--- config.mk ---
export PLATFORM = sky130hd
export DESIGN_NAME = ohp_host
export DESIGN_NICKNAME = d
export VERILOG_FILES = /design/src/ohp_pkg.sv /design/src/ohp_sync.sv /design/src/ohp_host.sv
export VERILOG_INCLUDE_DIRS = /design/src
export SDC_FILE = /design/constraint.sdc
export NUM_CORES = 1
export LEC_CHECK = 0
export BUFFER_PORTS_ARGS = -buffer_cell sky130_fd_sc_hd__buf_2
export CAP_MARGIN = 15
export CELL_PAD_IN_SITES_DETAIL_PLACEMENT = 0
export CELL_PAD_IN_SITES_GLOBAL_PLACEMENT = 1
export CORE_UTILIZATION = 44
export DETAILED_ROUTE_END_ITERATION = 6
export PLACE_DENSITY_LB_ADDON = 0.05
export SYNTH_ARGS = -nofsm -noshare
export SYNTH_HDL_FRONTEND = slang
export SYNTH_HIERARCHICAL = 1
export SYNTH_SLANG_ARGS = --single-unit
--- constraint.sdc ---
create_clock -name clk_sys -period 5.1 [get_ports clk_sys]
set_clock_uncertainty 0.15 [all_clocks]
set_input_delay 0.765 -clock clk_sys [delete_from_list [all_inputs] [get_ports clk_sys]]
set_output_delay 0.765 -clock clk_sys [all_outputs]
set_load 0.01 [all_outputs]
--- src/ohp_params.svh ---
`ifndef OHP_PARAMS_SVH
`define OHP_PARAMS_SVH

// System clock period and bus clock period, both in ns
`define OHP_SYS_PERIOD_NS 40
`define OHP_BUS_PERIOD_NS 320
// System cycles per bus clock half period
`define OHP_HALF_CYC ((`OHP_BUS_PERIOD_NS) / (2 * `OHP_SYS_PERIOD_NS))

// Last beat index of the command and address phases
`define OHP_CMD_LAST  8'h01
`define OHP_ADDR_LAST 8'h03

// Reset levels of the link pins
`define OHP_CS_RST     1'b1
`define OHP_CLK_RST    1'b0
`define OHP_CLKC_RST   1'b1
`define OHP_DEVRST_RST 1'b0

`endif

--- src/ohp_pkg.sv ---
`default_nettype none

package ohp_pkg;

  // Kind of transaction asked for by the user
  typedef enum logic [1:0] {
    KIND_CMD   = 2'h0,
    KIND_REGWR = 2'h1,
    KIND_MEMWR = 2'h2,
    KIND_READ  = 2'h3
  } ohp_kind_e;

  // Sequencer states, one-hot
  typedef enum logic [6:0] {
    ST_IDLE  = 7'h01,
    ST_CMD   = 7'h02,
    ST_ADDR  = 7'h04,
    ST_LAT   = 7'h08,
    ST_WDATA = 7'h10,
    ST_RDATA = 7'h20,
    ST_END   = 7'h40
  } ohp_state_e;

endpackage

`default_nettype wire

--- src/ohp_sync.sv ---
`timescale 1ns/10ps
`default_nettype none

// Two-stage synchroniser for pins from the device
module ohp_sync #(
  parameter int W = 1
) (
  input  wire logic         clk_sys,
  input  wire logic         rst,
  input  wire logic [W-1:0] d,
  output logic      [W-1:0] q
);
  logic [W-1:0] meta;  // First stage, read only by q

  // Only the second stage is visible to logic
  always_ff @(posedge clk_sys or posedge rst) begin
    if (rst) begin
      meta <= '0;
      q    <= '0;
    end else begin
      meta <= d;
      q    <= meta;
    end
  end
endmodule

`default_nettype wire

--- src/ohp_host.sv ---
`timescale 1ns/10ps
`default_nettype none
`include "ohp_params.svh"

// Function
// - Select low frames each whole transaction
// - Transfers occur on both bus clock edges
// - Opcode byte sent on both command edges
// - Command always present, address and data optional
// - Clock keeps toggling through read latency
// - Clock keeps toggling through write latency
// - Register writes carry no latency
// - Command, address and bytes go MSB first
// - Lowest addressed byte travels first
// - Dual-die parts always use doubled latency
// - Host does not bound burst length for refresh
// - Three command/address cycles, then latency
// - Host drives strobe as write mask on memory writes only
// - Latency count doubled when strobe high
module ohp_host #(
  parameter int HALF     = `OHP_HALF_CYC,
  parameter int LEN_W    = 8,
  parameter bit DUAL_DIE = 1'b1
) (
  input  wire logic               clk_sys,
  input  wire logic               rst,
  input  wire logic               cmd_valid,
  output logic                    cmd_ready,
  input  wire logic [7:0]         cmd_op,
  input  wire ohp_pkg::ohp_kind_e cmd_kind,
  input  wire logic [31:0]        cmd_addr,
  input  wire logic [LEN_W-1:0]   cmd_len,
  input  wire logic [3:0]         lat_count,
  input  wire logic [15:0]        wr_data,
  input  wire logic [1:0]         wr_mask,
  output logic                    wr_take,
  output logic [15:0]             rd_data,
  output logic                    rd_valid,
  output logic                    done,
  output logic                    refresh_seen,
  output logic                    cs_n,
  output logic                    bus_clk,
  output logic                    bus_clk_comp,
  output logic                    dev_reset_n,
  output logic [7:0]              dq_out,
  output logic                    dq_oe,
  input  wire logic [7:0]         dq_in,
  output logic                    strobe_mask_out,
  output logic                    strobe_mask_oe,
  input  wire logic               strobe_mask_in
);
  import ohp_pkg::*;

  localparam int DW = $clog2(HALF + 1);

  ohp_state_e       st;          // Sequencer state
  ohp_state_e       next_st;     // Its next value
  logic [7:0]       beat;        // Half-period index within a phase
  logic [7:0]       next_beat;   // Its next value
  logic [DW-1:0]    div_cnt;     // Bus clock divider
  ohp_kind_e        kind_q;      // Latched transaction kind
  logic [7:0]       op_q;        // Latched opcode
  logic [31:0]      addr_q;      // Latched word address
  logic [LEN_W-1:0] len_q;       // Latched burst length in words
  logic [3:0]       lat_q;       // Latched latency count
  logic [LEN_W-1:0] tx_words;    // Words sent so far
  logic [LEN_W-1:0] rx_words;    // Words received so far
  logic [7:0]       wlo_q;       // Second byte of current write word
  logic             wmask_lo;    // Its mask bit
  logic             rx_half;     // Expecting second byte of a word
  logic [7:0]       rx_hi;       // First byte of a read word
  logic [7:0]       dq_s;        // Synchronised data pins
  logic             strb_s;      // Synchronised strobe pin
  logic             strb_q;      // Strobe one cycle back

  // Pins from the device cross into clk_sys first
  ohp_sync #(.W(8)) u_sync_dq (.clk_sys(clk_sys), .rst(rst), .d(dq_in), .q(dq_s));
  ohp_sync #(.W(1)) u_sync_strb (.clk_sys(clk_sys), .rst(rst), .d(strobe_mask_in), .q(strb_s));

  // Divider ticks: byte changes mid-half, clock toggles at its end
  wire tick_edge = div_cnt == DW'(HALF - 1);
  wire tick_mid  = div_cnt == DW'(HALF / 2 - 1);
  wire start     = cmd_valid & cmd_ready;
  wire dbl       = refresh_seen | DUAL_DIE;
  wire [7:0] lat_total = 8'({lat_q, 1'b0}) << dbl;
  wire rx_done   = rx_words == len_q;
  // Refresh sample point; the first command half is skipped because the
  // pin sync still holds the level from before the select fell
  wire ca_sample = tick_mid & (st inside {ST_CMD, ST_ADDR}) & ~(st == ST_CMD & beat == 8'h00);
  wire ohp_state_e data_st = (kind_q == KIND_READ) ? ST_RDATA : ST_WDATA;
  // Register writes skip latency; a zero count goes straight to data
  wire ohp_state_e after_addr = (kind_q == KIND_REGWR) ? ST_WDATA :
                                (lat_total == 8'h00) ? data_st : ST_LAT;
  // Clock runs through the frame, parking low once reads are in
  wire in_frame  = st inside {ST_CMD, ST_ADDR, ST_LAT, ST_WDATA, ST_RDATA};
  wire clk_run   = in_frame & ~(st == ST_RDATA & rx_done & ~bus_clk);
  wire [31:0] addr_sh = addr_q << {beat[1:0], 3'b000};
  wire [7:0] tx_byte = (st == ST_CMD) ? op_q :
                       (st == ST_ADDR) ? addr_sh[31:24] :
                       beat[0] ? wlo_q : wr_data[15:8];
  wire drive_dq  = st inside {ST_CMD, ST_ADDR, ST_WDATA};
  wire word_in   = tick_mid & (st == ST_WDATA) & ~beat[0];
  // Strobe edge of the expected polarity: rising then falling per word
  wire rx_edge   = (st == ST_RDATA) & (strb_s != strb_q) & (strb_s == ~rx_half);

  // Sequencer next state, advanced on bus clock edges
  always_comb begin
    next_st   = st;
    next_beat = beat;
    if (st == ST_IDLE) begin
      if (start) begin
        next_st   = ST_CMD;
        next_beat = 8'h00;
      end
    end else if (tick_edge) begin
      next_beat = beat + 8'h01;
      unique case (st)
        ST_IDLE: ;
        ST_CMD: begin
          if (beat == `OHP_CMD_LAST) begin
            next_beat = 8'h00;
            next_st   = (kind_q == KIND_CMD) ? ST_END : ST_ADDR;
          end
        end
        ST_ADDR: begin
          if (beat == `OHP_ADDR_LAST) begin
            next_beat = 8'h00;
            next_st   = after_addr;
          end
        end
        ST_LAT: begin
          if (beat == lat_total - 8'h01) begin
            next_beat = 8'h00;
            next_st   = data_st;
          end
        end
        ST_WDATA: begin
          if (beat[0] && tx_words == len_q - LEN_W'(1)) begin
            next_beat = 8'h00;
            next_st   = ST_END;
          end
        end
        ST_RDATA: begin
          if (rx_done && !bus_clk) begin
            next_beat = 8'h00;
            next_st   = ST_END;
          end
        end
        ST_END: begin
          if (beat[0]) begin
            next_st = ST_IDLE;
          end
        end
        default: next_st = ST_IDLE;
      endcase
    end
  end

  // State, beat and divider
  always_ff @(posedge clk_sys or posedge rst) begin
    if (rst) begin
      st      <= ST_IDLE;
      beat    <= 8'h00;
      div_cnt <= '0;
    end else begin
      st      <= next_st;
      beat    <= next_beat;
      div_cnt <= (st == ST_IDLE || tick_edge) ? '0 : div_cnt + DW'(1);
    end
  end

  // Frame pins; the second END half is the select-high gap
  always_ff @(posedge clk_sys or posedge rst) begin
    if (rst) begin
      cs_n         <= `OHP_CS_RST;
      bus_clk      <= `OHP_CLK_RST;
      bus_clk_comp <= `OHP_CLKC_RST;
      cmd_ready    <= 1'b0;
      done         <= 1'b0;
      dev_reset_n  <= `OHP_DEVRST_RST;
    end else begin
      cs_n         <= (next_st == ST_IDLE) | (next_st == ST_END & next_beat[0]);
      if (tick_edge && clk_run) begin
        bus_clk      <= ~bus_clk;
        bus_clk_comp <= bus_clk;
      end
      cmd_ready    <= (next_st == ST_IDLE) & (st == ST_IDLE);
      done         <= (st == ST_END) & (next_st == ST_IDLE);
      dev_reset_n  <= 1'b1;
    end
  end

  // Latch a request; burst length is bounded by LEN_W
  always_ff @(posedge clk_sys or posedge rst) begin
    if (rst) begin
      kind_q <= KIND_CMD;
      op_q   <= 8'h00;
      addr_q <= 32'h0000_0000;
      len_q  <= '0;
      lat_q  <= 4'h0;
    end else if (start) begin
      kind_q <= cmd_kind;
      op_q   <= cmd_op;
      addr_q <= cmd_addr;
      len_q  <= (cmd_len == '0) ? LEN_W'(1) : cmd_len;
      lat_q  <= lat_count;
    end
  end

  // Refresh flag sampled mid-half during command and address, sync settled
  always_ff @(posedge clk_sys or posedge rst) begin
    if (rst) begin
      refresh_seen <= 1'b0;
    end else if (start) begin
      refresh_seen <= 1'b0;
    end else if (ca_sample && strb_s) begin
      refresh_seen <= 1'b1;
    end
  end

  // Outgoing bytes and mask change half way between clock edges
  always_ff @(posedge clk_sys or posedge rst) begin
    if (rst) begin
      dq_out          <= 8'h00;
      dq_oe           <= 1'b0;
      strobe_mask_out <= 1'b0;
      strobe_mask_oe  <= 1'b0;
      wlo_q           <= 8'h00;
      wmask_lo        <= 1'b0;
    end else if (tick_mid) begin
      dq_out          <= drive_dq ? tx_byte : 8'h00;
      dq_oe           <= drive_dq;
      strobe_mask_oe  <= (st == ST_WDATA) & (kind_q == KIND_MEMWR);
      strobe_mask_out <= beat[0] ? wmask_lo : wr_mask[1];
      if (word_in) begin
        wlo_q    <= wr_data[7:0];
        wmask_lo <= wr_mask[0];
      end
    end
  end

  // Write word counting and take pulse
  always_ff @(posedge clk_sys or posedge rst) begin
    if (rst) begin
      tx_words <= '0;
      wr_take  <= 1'b0;
    end else begin
      wr_take <= word_in;
      if (start) begin
        tx_words <= '0;
      end else if (tick_edge && st == ST_WDATA && beat[0]) begin
        tx_words <= tx_words + LEN_W'(1);
      end
    end
  end

  // Read capture on strobe edges; bytes pair into words
  always_ff @(posedge clk_sys or posedge rst) begin
    if (rst) begin
      strb_q   <= 1'b0;
      rx_half  <= 1'b0;
      rx_hi    <= 8'h00;
      rx_words <= '0;
      rd_data  <= 16'h0000;
      rd_valid <= 1'b0;
    end else begin
      strb_q   <= strb_s;
      rd_valid <= rx_edge & rx_half & ~rx_done;
      if (start) begin
        rx_half  <= 1'b0;
        rx_words <= '0;
      end else if (rx_edge && !rx_done) begin
        rx_half <= ~rx_half;
        if (!rx_half) begin
          rx_hi <= dq_s;
        end else begin
          rd_data  <= {rx_hi, dq_s};
          rx_words <= rx_words + LEN_W'(1);
        end
      end
    end
  end
endmodule

`default_nettype wire

== After elaboration in Yosys (flattened, before gate mapping) ==
Cells that the tools add are included.
Widths: inputs -> output; s select.
Operators by class
  add/sub/neg operators: 6
  equality and inequality tests: 22
  shift-type cells: 1
  muxes and demuxes: 39
  bitwise operators: 25
  reduce and logical (&&, ||, !) cells: 27
Operators with widths (count)
  $mux 8: 18
  $mux 7: 10
  $pmux 7 s6: 1
  $pmux 8 s5: 1
  $shl 32x5->32: 1
  $add 8x1->8 const B: 3
  $eq 8x8->1: 3
  $logic_not 8->1: 3
  $mux 6: 3
  $and 1x1->1: 17
  $eq 7x1->1 const B: 2
  $eq 7x7->1 const B: 2
  $reduce_bool 2->1: 6
  $eq 8x1->1 const B: 1
  $eq 8x2->1 const B: 1
  $sub 8x1->8 const B: 1
  $eq 7x2->1 const B: 1
  $eq 7x3->1 const B: 1
  $eq 7x4->1 const B: 1
  $eq 7x5->1 const B: 1
  $eq 7x6->1 const B: 1
  $logic_and 1x1->1: 7
  $not 1->1: 7
  $sub 6x1->7 const B: 1
  other kinds (18): 27
Word-level totals
  flip-flop bits (word level): 161
  input bits: 84
  output and inout port bits: 36
  logic and storage cells: 154

== Depth between registers and ports, before layout ==
Gate-level depths: netlist (run 1).
  depth in word-level cells: 11
  mapped depth: 9
  depth with buffers taken out: 9

== Modules after synthesis ==
The synthesis (run 1) kept the hierarchy.
Modules (own cells, without submodules)
  ohp_host: instances 1, cells each 735, area an instance 7073.0 sq um
  ohp_sync (u_sync_dq): instances 1, cells each 17, area an instance 404.1 sq um
  ohp_sync (u_sync_strb): instances 1, cells each 3, area an instance 53.8 sq um

== Worst setup path before layout (run 1) ==
Ideal clock, no wire load.
  path type: reg2reg
  start: register st[5]
  end: register cs_n
  setup time: 105 ps
  data arrival time: 2549 ps
  data required time: 4845 ps
  path slack: 2296 ps
  cell stages (with the launch flop): 10
  cell sequence: dfrtp_1 buf_6 or4_1 buf_2 nor4b_4 nor2_2 a21oi_4 a22oi_2 or2_1 a2111oi_2
On the way
  cells in the longest elaborated chain, start to end: 7
Ends and longest elaborated chain
  start, declared: line ohp_host.sv:56  | ohp_state_e st;
  start signal, assigned: line ohp_host.sv:166  | st <= next_st;
  $eq 7x7->1 (tied with other cells): line ohp_host.sv:117  | unique case (st)
  $pmux 7 s6: line ohp_host.sv:117
  $mux 7: line ohp_host.sv:115  | end else if (tick_edge) begin
  $mux 7: line ohp_host.sv:110  | if (st == ST_IDLE) begin
  $eq 7x7->1: line ohp_host.sv:182  | cs_n <= (next_st == ST_IDLE) | (next_st == ST_END & next_beat[0]);
  $and 1x1->1: line ohp_host.sv:182
  $or 1x1->1 *: line ohp_host.sv:182
  end signal, assigned: line ohp_host.sv:175  | cs_n <= `OHP_CS_RST;
  end signal, assigned: line ohp_host.sv:182
  end, declared: line ohp_host.sv:41  | output logic cs_n,
Mark *: on every way between the ends. The rest lies on a longest branch, timed or not. The select of a mux whose other input is x is not followed.
A chain may end at the register's enable or synchronous reset.

== Worst setup path after layout (run 1) ==
Same ends and word-level chain as after synthesis.

==> results.md, run 1 <==
* Combined area of all synthesized cells at 0.007531 mm2
* Area occupied by multi-input gates at 0.003271 mm2
* Half-perimeter wire length after placement at 12290 um
* CTS root buffer: clkbuf_16
* Worst slack, placed at about 1.9 ns
* Leakage power at 4.331 nW
* Cell area after layout at 0.008875 mm2
* Biggest area contributors in the synthesized netlist: dfrtp_1 53%, nand2_1 11%, mux2_2 3.9%, xnor2_1 3.0%, o21ai_0 2.8%
* Starting DRC count in detailed routing at 393
* Worst Path Class, Setup: reg2reg
* Critical path data required time at 5.25 ns
* Area leader, netlist: dfrtp_1
* Worst IR drop on VDD at 285.2 uV
* Post-Synthesis Cells at between 700 and 800
* Count of port buffers added during placement at between 100 and 150
* Shortest clock period the worst path allows after layout at 3.297 ns
* CP Data Arrival Time at 3.45 ns
* Proportion of synthesized chip area in sequential cells at 53.55%
* Largest buffer count on any clock path at 2
* Total Negative Setup Slacks at 0 ns
* Final standard cell count with taps included and fillers excluded at around 1100
* Source-to-sink clock delay at the later pin of the worst-skew pair at 0.42 ns
* Total gr overflow at 0
* Largest driver fanout on the critical path at 10
* Area growth from synthesis to final layout at 17.84%
* TritonCTS clock tree: yes
* Achievable clock frequency at approximately 0.30 GHz
* Initial antenna violation count at 0
* Combinational power share at roughly a third
* Flop and latch count out of synthesis at 161
* Proportion of power drawn by flip-flops and latches at about 42%
* Row Count at 47
* Total power consumption of the routed design at 4.742 mW
* Net switching component of the power at 1.758 mW
* Number of distinct library cells after synthesis at just over 60
* Max-cap violation count at 0
* Core occupancy in the finished layout at 53.33%
* Number of hold-slack violations in the final timing report at 0
* Final cycle utilization of the critical path at roughly 65%
* Number of setup buffers added after CTS at 0
* Worst-margin pin slew at 0.9957 ns
* Y dimension of the die at roughly 130 um
* RSZ-0062 raised after global routing: no
* Startpoint of the most critical setup path: st[5]
* Mapped Avg Cell Area at 9.975 um2
* Fraction of registers with async set/reset at 100.0%
* CTS clock-pin slew for the worst setup and hold paths at 0.07 ns
* Routed length per placed instance at approximately 16 um
* I/O Pins at 120
* Worst hold-check path type: in2async
* Number of pins exceeding their max-slew limit in the final report at 0
* Warnings from Yosys at 6
* Clock buffers created by TritonCTS at 17
* Placed standard-cell area at 0.008292 mm2
* Last weighted congestion value of the routability-driven placer at about 0.97
* Startpoint class of the critical path: flop
* Power density over cell area at between 500 and 600 mW/mm2
* Die Width at 132.8 um
* Most used cells in the layout excluding fill and tap cells: 215 x nand2_1, 158 x dfrtp_1, 119 x buf_2
* Wire length of the first global-routing pass at slightly below 30000 um
* Starting Density at 45.25%
* Post-detailed-route count of antenna-violating nets at 0
* Clock power frac at 26.8%
* Post-CTS Hold Fix Bufs at 0
* Maximum number of pins on one net before global-route repair at 115
* Filler Cell Count at between 1500 and 2000
* Tightest hold margin at 0.07485 ns
* Core Region at 0.01664 mm2
* FF-to-FF Start: st[5]
* Detailed-route vias per instance at ~5.2
* Commonest non-fill, non-tap cell in the layout: nand2_1
* Vias post-DR at 5671
* Capturing element type of the critical path: flop
* DRT Pass-1 Iters at 5
* EDFF count, synth at 0
* Count of final setup violators at 0
* Top cell type's share of synthesized area at 52.50%
* Remaining design rule violation count at 0
* Max_slew headroom at 33.06%
* Area of all sequential standard cells at 0.004033 mm2
* Count of cells resized by post-cts repair at 0
* Total Die Area at 0.01764 mm2
* Post-Place Cells at 1060
* P_int at 2.984 mW
* Worst setup slack after layout at between 1.5 and 2 ns
* Switching share of power at 37.07%
* Net count of the mapped netlist at 850
* Total routing resource utilization after global routing at 21.52%
* Detailed Route WL at 17800 um
* Number of H-tree branching levels at 4
* Share of cells above drive strength 1 at about a quarter
* Number of clock sinks seen by CTS at roughly 160
* Vias in the first global route at 5757
* # diodes at 0
* Post-layout net count at 954
* Outcome: finished, final reports clean
* Primary FF master, synth: dfrtp_1
==> critical path, stage by stage, from the launching register on <==
cell       delay (ns)
dfrtp_1          0.49
or4_1            0.68
nor4b_4          0.63
nor2_2           0.13
a21oi_4          0.27
a22oi_2          0.16
or2_1            0.26
a2111oi_2        0.40
==> kinds of logic after synthesis <==
kind of cell	count (synthesis)	synth area share (%)
flops	161	53.55
compound gates	100	8.955
xor+xnor	40	4.652
fa+ha+maj	11	1.828
mux	45	7.742
simple gates	337	20.07
other cells	1	0.04979
buf+inv	60	3.157
==> final timing paths <==
kind	slack [ns]	to	depth (start not counted)
max	1.80	cs_n	7
min	0.07	u_sync_strb/meta	2
max reg2reg	1.80	cs_n	7
min reg2reg	0.20	u_sync_dq/q[2]	0
max in group asynchronous	3.36	kind_q[0]	3
min in group clk_sys	0.20	u_sync_dq/q[2]	0
==> power groups by stage <==
stage               Clock [mW]  Combinational, mW  Sequential (mW)
finish                    1.27               1.50             1.97
floorplan                    0               1.13             1.89
detailed placement           0               1.51             1.98
CTS                       1.30               1.52             1.97
global route              1.35               1.69             2.03
global placement             0               1.48             1.97
==> registers in the layout, summed over array words and instances, names as in the netlist, 2 cells and up <==
name / cells
addr_q: 32
rd_data: 16
beat: 8
dq_out: 8
len_q: 8
op_q: 8
rx_hi: 8
rx_words: 8
tx_words: 8
u_sync_dq/meta: 8
u_sync_dq/q: 8
wlo_q: 8
st: 7
lat_q: 4
div_cnt: 3
kind_q: 2
==> cell type report <==
cell class,count,area share (%)
tap,220,3.102
inverter,22,0.9869
clock inverter,13,1.621
sequential,161,45.44
clock buffer,18,4.949
timing repair buffer,123,7.049
multi-input combinational,534,36.85
==> synth_stat cells (6+ instances only) <==
| cell | n |
|---|---|
| a211oi_1 | 6 |
| a21oi_1 | 10 |
| a22o_1 | 9 |
| clkbuf_1 | 31 |
| dfrtp_1 | 158 |
| ha_1 | 11 |
| inv_1 | 20 |
| mux2_2 | 26 |
| mux2i_1 | 11 |
| mux4_2 | 8 |
| nand2_1 | 216 |
| nand2b_1 | 6 |
| nand3_1 | 18 |
| nand4_1 | 9 |
| nor2_1 | 28 |
| nor3_1 | 12 |
| nor4_1 | 10 |
| o21ai_0 | 42 |
| or3_1 | 6 |
| xnor2_1 | 26 |
| xor2_1 | 14 |
==> routing by layer <==
metal	GRT usage (%)	share of wire (%)	vias to the layer above
met1	29.22	47	2742
met5	0	0	-
met2	34.82	48	134
met3	4.713	3.8	21
li1	-	-	2774
met4	5.811	1.4	0
Note: power is estimated with default switching activity, not from simulation.
==> run 2, diff against run 1 <==
clock period = 3.3 ns   (was 5.1 ns; I/O delays follow)
==> results.md, run 2 (synthesized netlist as in run 1, its figures left out) <==
* Outcome: finished, final reports clean (unchanged)
* Total routing resource utilization after global routing at 21.41% (was 21.52%)
* Number of clock sinks seen by CTS at 161 (unchanged)
* Shortest clock period the worst path allows after layout at 3.084 ns (was 3.297 ns)
* Capturing element type of the critical path: flop (unchanged)
* # diodes at 0 (unchanged)
* Maximum number of pins on one net before global-route repair at 95 (was 115)
* Number of flip-flops under the largest register name at 32 (unchanged)
* Detailed-route vias per instance at 5.152 (was 5.198)
* Source-to-sink clock delay at the later pin of the worst-skew pair at 0.43 ns (was 0.42 ns)
* Core Region at 0.01664 mm2 (unchanged)
* Worst IR drop on VDD at 423.6 uV (was 285.2 uV)
* Max-cap violation count at 0 (unchanged)
* Depth of the worst register-to-register path at 9 (was 7)
* Number of H-tree branching levels at 4 (unchanged)
* I/O Pins at 120 (unchanged)
* Share of cells above drive strength 1 at 24.97% (was 24.00%)
* Total Die Area at 0.01764 mm2 (unchanged)
* Total gr overflow at 0 (unchanged)
* CP Data Arrival Time at 3.24 ns (was 3.45 ns)
* Wire length of the first global-routing pass at 29510 um (was 29750 um)
* Last weighted congestion value of the routability-driven placer at 0.8717 (was 0.9677)
* Post-layout net count at 975 (was 954)
* TritonCTS clock tree: yes (unchanged)
* Worst-margin pin slew at 0.7877 ns (was 0.9957 ns)
* Largest Register: addr_q (unchanged)
* Vias in the first global route at 5756 (was 5757)
* Worst Path Class, Setup: reg2reg (unchanged)
* CTS clock-pin slew for the worst setup and hold paths at 0.07 ns (about the same)
* Power density over cell area at 818.4 mW/mm2 (was 534.3 mW/mm2)
* FF-to-FF Start: len_q[0] (was st[5])
* Remaining design rule violation count at 0 (unchanged)
* Count of cells resized by post-cts repair at 0 (unchanged)
* Reg2reg end: beat[5] (was cs_n)
* Detailed Route WL at 17760 um (was 17800 um)
* Largest buffer count on any clock path at 2 (unchanged)
* Core occupancy in the finished layout at 54.74% (was 53.33%)
* Placed standard-cell area at 0.008401 mm2 (was 0.008292 mm2)
* Cell area after layout at 0.009110 mm2 (was 0.008875 mm2)
* Startpoint of the most critical setup path: len_q[0] (was st[5])
* CTS root buffer: clkbuf_16 (unchanged)
* Worst hold-check path type: in2reg (was in2async)
* Area of all sequential standard cells at 0.004033 mm2 (unchanged)
* Total Negative Setup Slacks at 0 ns (unchanged)
* Final cycle utilization of the critical path at 93.47% (was 64.65%)
* Initial antenna violation count at 0 (unchanged)
* Starting DRC count in detailed routing at 303 (was 393)
* Die Width at 132.8 um (unchanged)
* Most used cells in the layout excluding fill and tap cells: 215 x nand2_1, 158 x dfrtp_1, 119 x buf_2 (unchanged)
* Routed length per placed instance at 15.95 um (was 16.31 um)
* Post-detailed-route count of antenna-violating nets at 0 (unchanged)
* Leakage power at 4.442 nW (was 4.331 nW)
* Row Count at 47 (unchanged)
* Half-perimeter wire length after placement at 12450 um (was 12290 um)
* Biggest registers after layout: addr_q: 32 flops, rd_data: 16 flops (unchanged)
* Clock buffers created by TritonCTS at 17 (unchanged)
* Vias post-DR at 5734 (was 5671)
* Critical Path Sink: beat[5] (was cs_n)
* Number of pins exceeding their max-slew limit in the final report at 0 (unchanged)
* RSZ-0062 raised after global routing: no (unchanged)
* Area occupied by multi-input gates at 0.003271 mm2 (unchanged)
* Commonest non-fill, non-tap cell in the layout: nand2_1 (unchanged)
* Area growth from synthesis to final layout at 20.97% (was 17.84%)
* Reg-to-reg slack, setup at 0.22 ns (was 1.80 ns)
* Number of hold-slack violations in the final timing report at 0 (unchanged)
* Y dimension of the die at 132.8 um (unchanged)
* DRT Pass-1 Iters at 5 (unchanged)
* Count of final setup violators at 0 (unchanged)
* Largest driver fanout on the critical path at 6 (was 10)
* Achievable clock frequency at 0.3242 GHz (was 0.3033 GHz)
* Max_slew headroom at 46.13% (was 33.06%)
* Starting Density at 45.25% (unchanged)
* Startpoint class of the critical path: flop (unchanged)
* Count of port buffers added during placement at 119 (unchanged)
* Filler Cell Count at 1517 (was 1527)
* Critical path data required time at 3.46 ns (was 5.25 ns)
[run 2: critical path, stage by stage (launching register included)]
cell and delay, ns:
dfrtp_1 0.45, inv_1 0.11, ha_1 0.18, nor3b_1 0.31, xnor2_1 0.11, nor4_1 0.30, o211ai_1 0.23, a2111oi_2 0.73
nor4_1 0.10, a211o_1 0.29
[run 2: power by group]
part,switching [mW],internal [mW],leakage [nW]
sequential,0.510,2.53,2.04
combinational,1.33,1.05,2.10
clock,0.936,1.10,0.304
total,2.78,4.68,4.44
[run 2: how the worst min path moves through the flow]
stage / startpoint / to / slack [ns] / depth (start not counted)
6_report: strobe_mask_in / u_sync_strb/meta / 0.03 / 1
3_5_place_dp: u_sync_dq/meta[7] / u_sync_dq/q[7] / 0.18 / 0
5_1_grt: strobe_mask_in / u_sync_strb/meta / 0.003 / 1
2_1_floorplan: rst / u_sync_strb/meta / 0.09 / 1
3_3_place_gp: u_sync_dq/meta[1] / u_sync_dq/q[1] / 0.18 / 0
4_1_cts: strobe_mask_in / u_sync_strb/meta / 0.007 / 1
[run 2: what timing repair did]
| item | in CTS | in global routing |
|---|---|---|
| setup buffers | 0 | 0 |
| hold endpoints to repair | 9 | 0 |
| hold buffers | 8 | 0 |
[run 2: area by class of cell]
type / count / area share, %
Sequential cell: 161 / 44.27
Clock buffer: 17 / 4.670
Tap cell: 220 / 3.022
Clock inverter: 15 / 2.239
Multi-Input combinational cell: 534 / 35.90
Inverter: 22 / 0.9477
Timing Repair Buffer: 144 / 8.955
[run 2: metal layers]
metal / GRT usage (%) / up-vias / part of all wire [%]
li1: - / 2812 / -
met1: 29.69 / 2772 / 47
met2: 33.92 / 137 / 48
met3: 4.674 / 13 / 4.1
met4: 5.811 / 0 / 1.2
met5: 0 / - / 0
[run 2: metrics by stage]
| stage | setup WS (ns) | std cells | hold slack (ns) | power [mW] |
|---|---|---|---|---|
| floorplan | 0.4965 | 755 | 0.08618 | 4.681 |
| global placement | 0.3128 | 1073 | 0.1835 | 5.398 |
| detailed placement | 0.2653 | 1073 | 0.1847 | 5.451 |
| CTS | 0.2433 | 1113 | 0.006561 | 7.545 |
| global route | 0.06340 | 1113 | 0.003252 | 7.989 |
| finish | 0.2156 | 1113 | 0.02552 | 7.455 |
==> run 3, diff against run 2 <==
CORE_MARGIN = 3   (was not set)
clock period = 3.1 ns   (was 3.3 ns; I/O delays follow)
==> results.md, run 3 (synthesized netlist as in run 1, its figures left out) <==
* DRT Pass-1 Iters at 5 (unchanged)
* Core Region at 0.01664 mm2 (unchanged)
* CTS root buffer: clkbuf_16 (unchanged)
* Vias post-DR at 5930 (was 5734)
* Number of flip-flops under the largest register name at 32 (unchanged)
* Largest buffer count on any clock path at 2 (unchanged)
* Worst setup slack after layout at 0.2132 ns (was 0.2156 ns)
* Largest Register: addr_q (unchanged)
* Achievable clock frequency at 0.3464 GHz (was 0.3242 GHz)
* Outcome: finished, final reports clean (unchanged)
* Number of hold-slack violations in the final timing report at 0 (unchanged)
* Row Count at 47 (unchanged)
* Initial antenna violation count at 0 (unchanged)
* Startpoint class of the critical path: flop (unchanged)
* Die Width at 136.8 um (was 132.8 um)
* Switching share of power at 37.51% (was 37.23%)
* Count of final setup violators at 0 (unchanged)
* Area occupied by multi-input gates at 0.003284 mm2 (was 0.003271 mm2)
* Total Negative Setup Slacks at 0 ns (unchanged)
* Number of clock sinks seen by CTS at 161 (unchanged)
* Filler Cell Count at 1524 (was 1517)
* Most used cells in the layout excluding fill and tap cells: 215 x nand2_1, 158 x dfrtp_1, 119 x buf_2 (unchanged)
* Worst-margin pin slew at 0.8174 ns (was 0.7877 ns)
* Detailed-route vias per instance at 5.285 (was 5.152)
* Final cycle utilization of the critical path at 93.12% (was 93.47%)
* Global routing's busiest layer: met2 (unchanged)
* M3 GR Usage at 4.632% (was 4.674%)
* Wire length of the first global-routing pass at 30110 um (was 29510 um)
* CTS clock-pin slew for the worst setup and hold paths at 0.08 ns (was 0.07 ns)
* Number of setup buffers added after CTS at 0 (unchanged)
* Detailed Route WL at 18690 um (was 17760 um)
* Worst hold-check path type: in2reg (unchanged)
* Met2 layer usage reported by global route at 33.84% (was 33.92%)
* Worst Path Class, Setup: reg2reg (unchanged)
* Leakage power at 4.495 nW (was 4.442 nW)
* Remaining design rule violation count at 0 (unchanged)
* Routed length per placed instance at 16.66 um (was 15.95 um)
* Capturing element type of the critical path: flop (unchanged)
* Y dimension of the die at 136.8 um (was 132.8 um)
* Count of port buffers added during placement at 119 (unchanged)
* Max_slew headroom at 45.51% (was 46.13%)
* Starting DRC count in detailed routing at 381 (was 303)
* CP Data Arrival Time at 3.05 ns (was 3.24 ns)
* Core occupancy in the finished layout at 55.38% (was 54.74%)
* I/O Pins at 120 (unchanged)
* Last weighted congestion value of the routability-driven placer at 0.9299 (was 0.8717)
* Area of all sequential standard cells at 0.004033 mm2 (unchanged)
* Starting Density at 45.25% (unchanged)
* Largest driver fanout on the critical path at 8 (was 6)
* Met1 GRT Util at 28.19% (was 29.69%)
* Tightest hold margin at 0.06816 ns (was 0.02552 ns)
* Total gr overflow at 0 (unchanged)
* Critical path data required time at 3.27 ns (was 3.46 ns)
* Number of pins exceeding their max-slew limit in the final report at 0 (unchanged)
* Vias in the first global route at 5932 (was 5756)
* Biggest registers after layout: addr_q: 32 flops, rd_data: 16 flops (unchanged)
* Max-cap violation count at 0 (unchanged)
* Clock buffers created by TritonCTS at 17 (unchanged)
* Post-detailed-route count of antenna-violating nets at 0 (unchanged)
* # diodes at 0 (unchanged)
* P_int at 5.028 mW (was 4.680 mW)
* Combinational power share at 32.3% (was 31.9%)
* Number of H-tree branching levels at 4 (unchanged)
* Half-perimeter wire length after placement at 13180 um (was 12450 um)
* Area growth from synthesis to final layout at 22.38% (was 20.97%)
* Proportion of power drawn by flip-flops and latches at 40.4% (was 40.7%)
* Share of cells above drive strength 1 at 25.83% (was 24.97%)
* Total Die Area at 0.01872 mm2 (was 0.01764 mm2)
* Total routing resource utilization after global routing at 20.77% (was 21.41%)
* Maximum number of pins on one net before global-route repair at 79 (was 95)
* Shortest clock period the worst path allows after layout at 2.887 ns (was 3.084 ns)
* Source-to-sink clock delay at the later pin of the worst-skew pair at 0.43 ns (about the same)
* Total power consumption of the routed design at 8.047 mW (was 7.455 mW)
* TritonCTS clock tree: yes (unchanged)
* Net switching component of the power at 3.019 mW (was 2.776 mW)
* Commonest non-fill, non-tap cell in the layout: nand2_1 (unchanged)
* Post-layout net count at 984 (was 975)
* Worst slack, placed at 0.1247 ns (was 0.2653 ns)
* Power density over cell area at 873.2 mW/mm2 (was 818.4 mW/mm2)
* Clock power frac at 27.3% (was 27.4%)
* RSZ-0062 raised after global routing: no (unchanged)
* Worst IR drop on VDD at 427.4 uV (was 423.6 uV)
==> run 3: per-layer routing <==
| layer | vias to the layer above | routed length [um] |
|---|---|---|
| li1 | 2836 | - |
| met1 | 2922 | 8372 |
| met2 | 152 | 9126 |
| met3 | 20 | 907 |
| met4 | 0 | 287 |
| met5 | - | 0 |
==> run 3: final cells by class <==
class	instances	share of cell area, %
Clock buffer	17	4.616
Clock inverter	15	2.294
Inverter	22	0.9367
Multi-Input combinational cell	534	35.64
Sequential cell	161	43.76
Tap cell	220	2.987
Timing Repair Buffer	153	9.775
==> run 3: path summary, 6_finish.rpt <==
| path | from | to | slack (ns) | cells after the start |
|---|---|---|---|---|
| max | st[2] | cs_n | 0.21 | 7 |
| max reg2reg | st[2] | cs_n | 0.21 | 7 |
| min in group asynchronous | rst | u_sync_strb/meta | 0.32 | 3 |
| max in group asynchronous | rst | wmask_lo | 1.43 | 4 |
| min | cmd_addr[29] | addr_q[29] | 0.07 | 3 |
| min reg2reg | u_sync_strb/meta | u_sync_strb/q | 0.20 | 0 |
==> run 3: through the flow <==
step | std cells | area [um2]
after global routing | 1122 | 9216
final | 1122 | 9216
after CTS | 1122 | 9203
after floorplan | 755 | 7535
after global placement | 1080 | 8466
after detailed placement | 1080 | 8466
==> run 3: power by group through the flow <==
stage	clock network, mW	registers (mW)	logic (mW)
CTS	2.24	3.25	2.63
global placement	0	3.26	2.57
finish	2.20	3.25	2.60
global route	2.34	3.34	2.94
floorplan	0	3.12	1.87
detailed placement	0	3.28	2.61
==> run 3: what timing repair did <==
item,4_1_cts,5_1_grt
endpoints found under the hold margin,11,0
setup endpoints to repair,0,2
hold buffers,10,0
resized for setup,0,4
==> run 3: worst max-delay path, cell delays in order (launching register included) <==
cell and delay [ns]:
dfrtp_1 0.46, or4b_2 0.76, o311ai_0 0.22, a21oi_2 0.21, a21o_1 0.20, o21ai_0 0.28
nand4_1 0.16, a2111oi_2 0.32
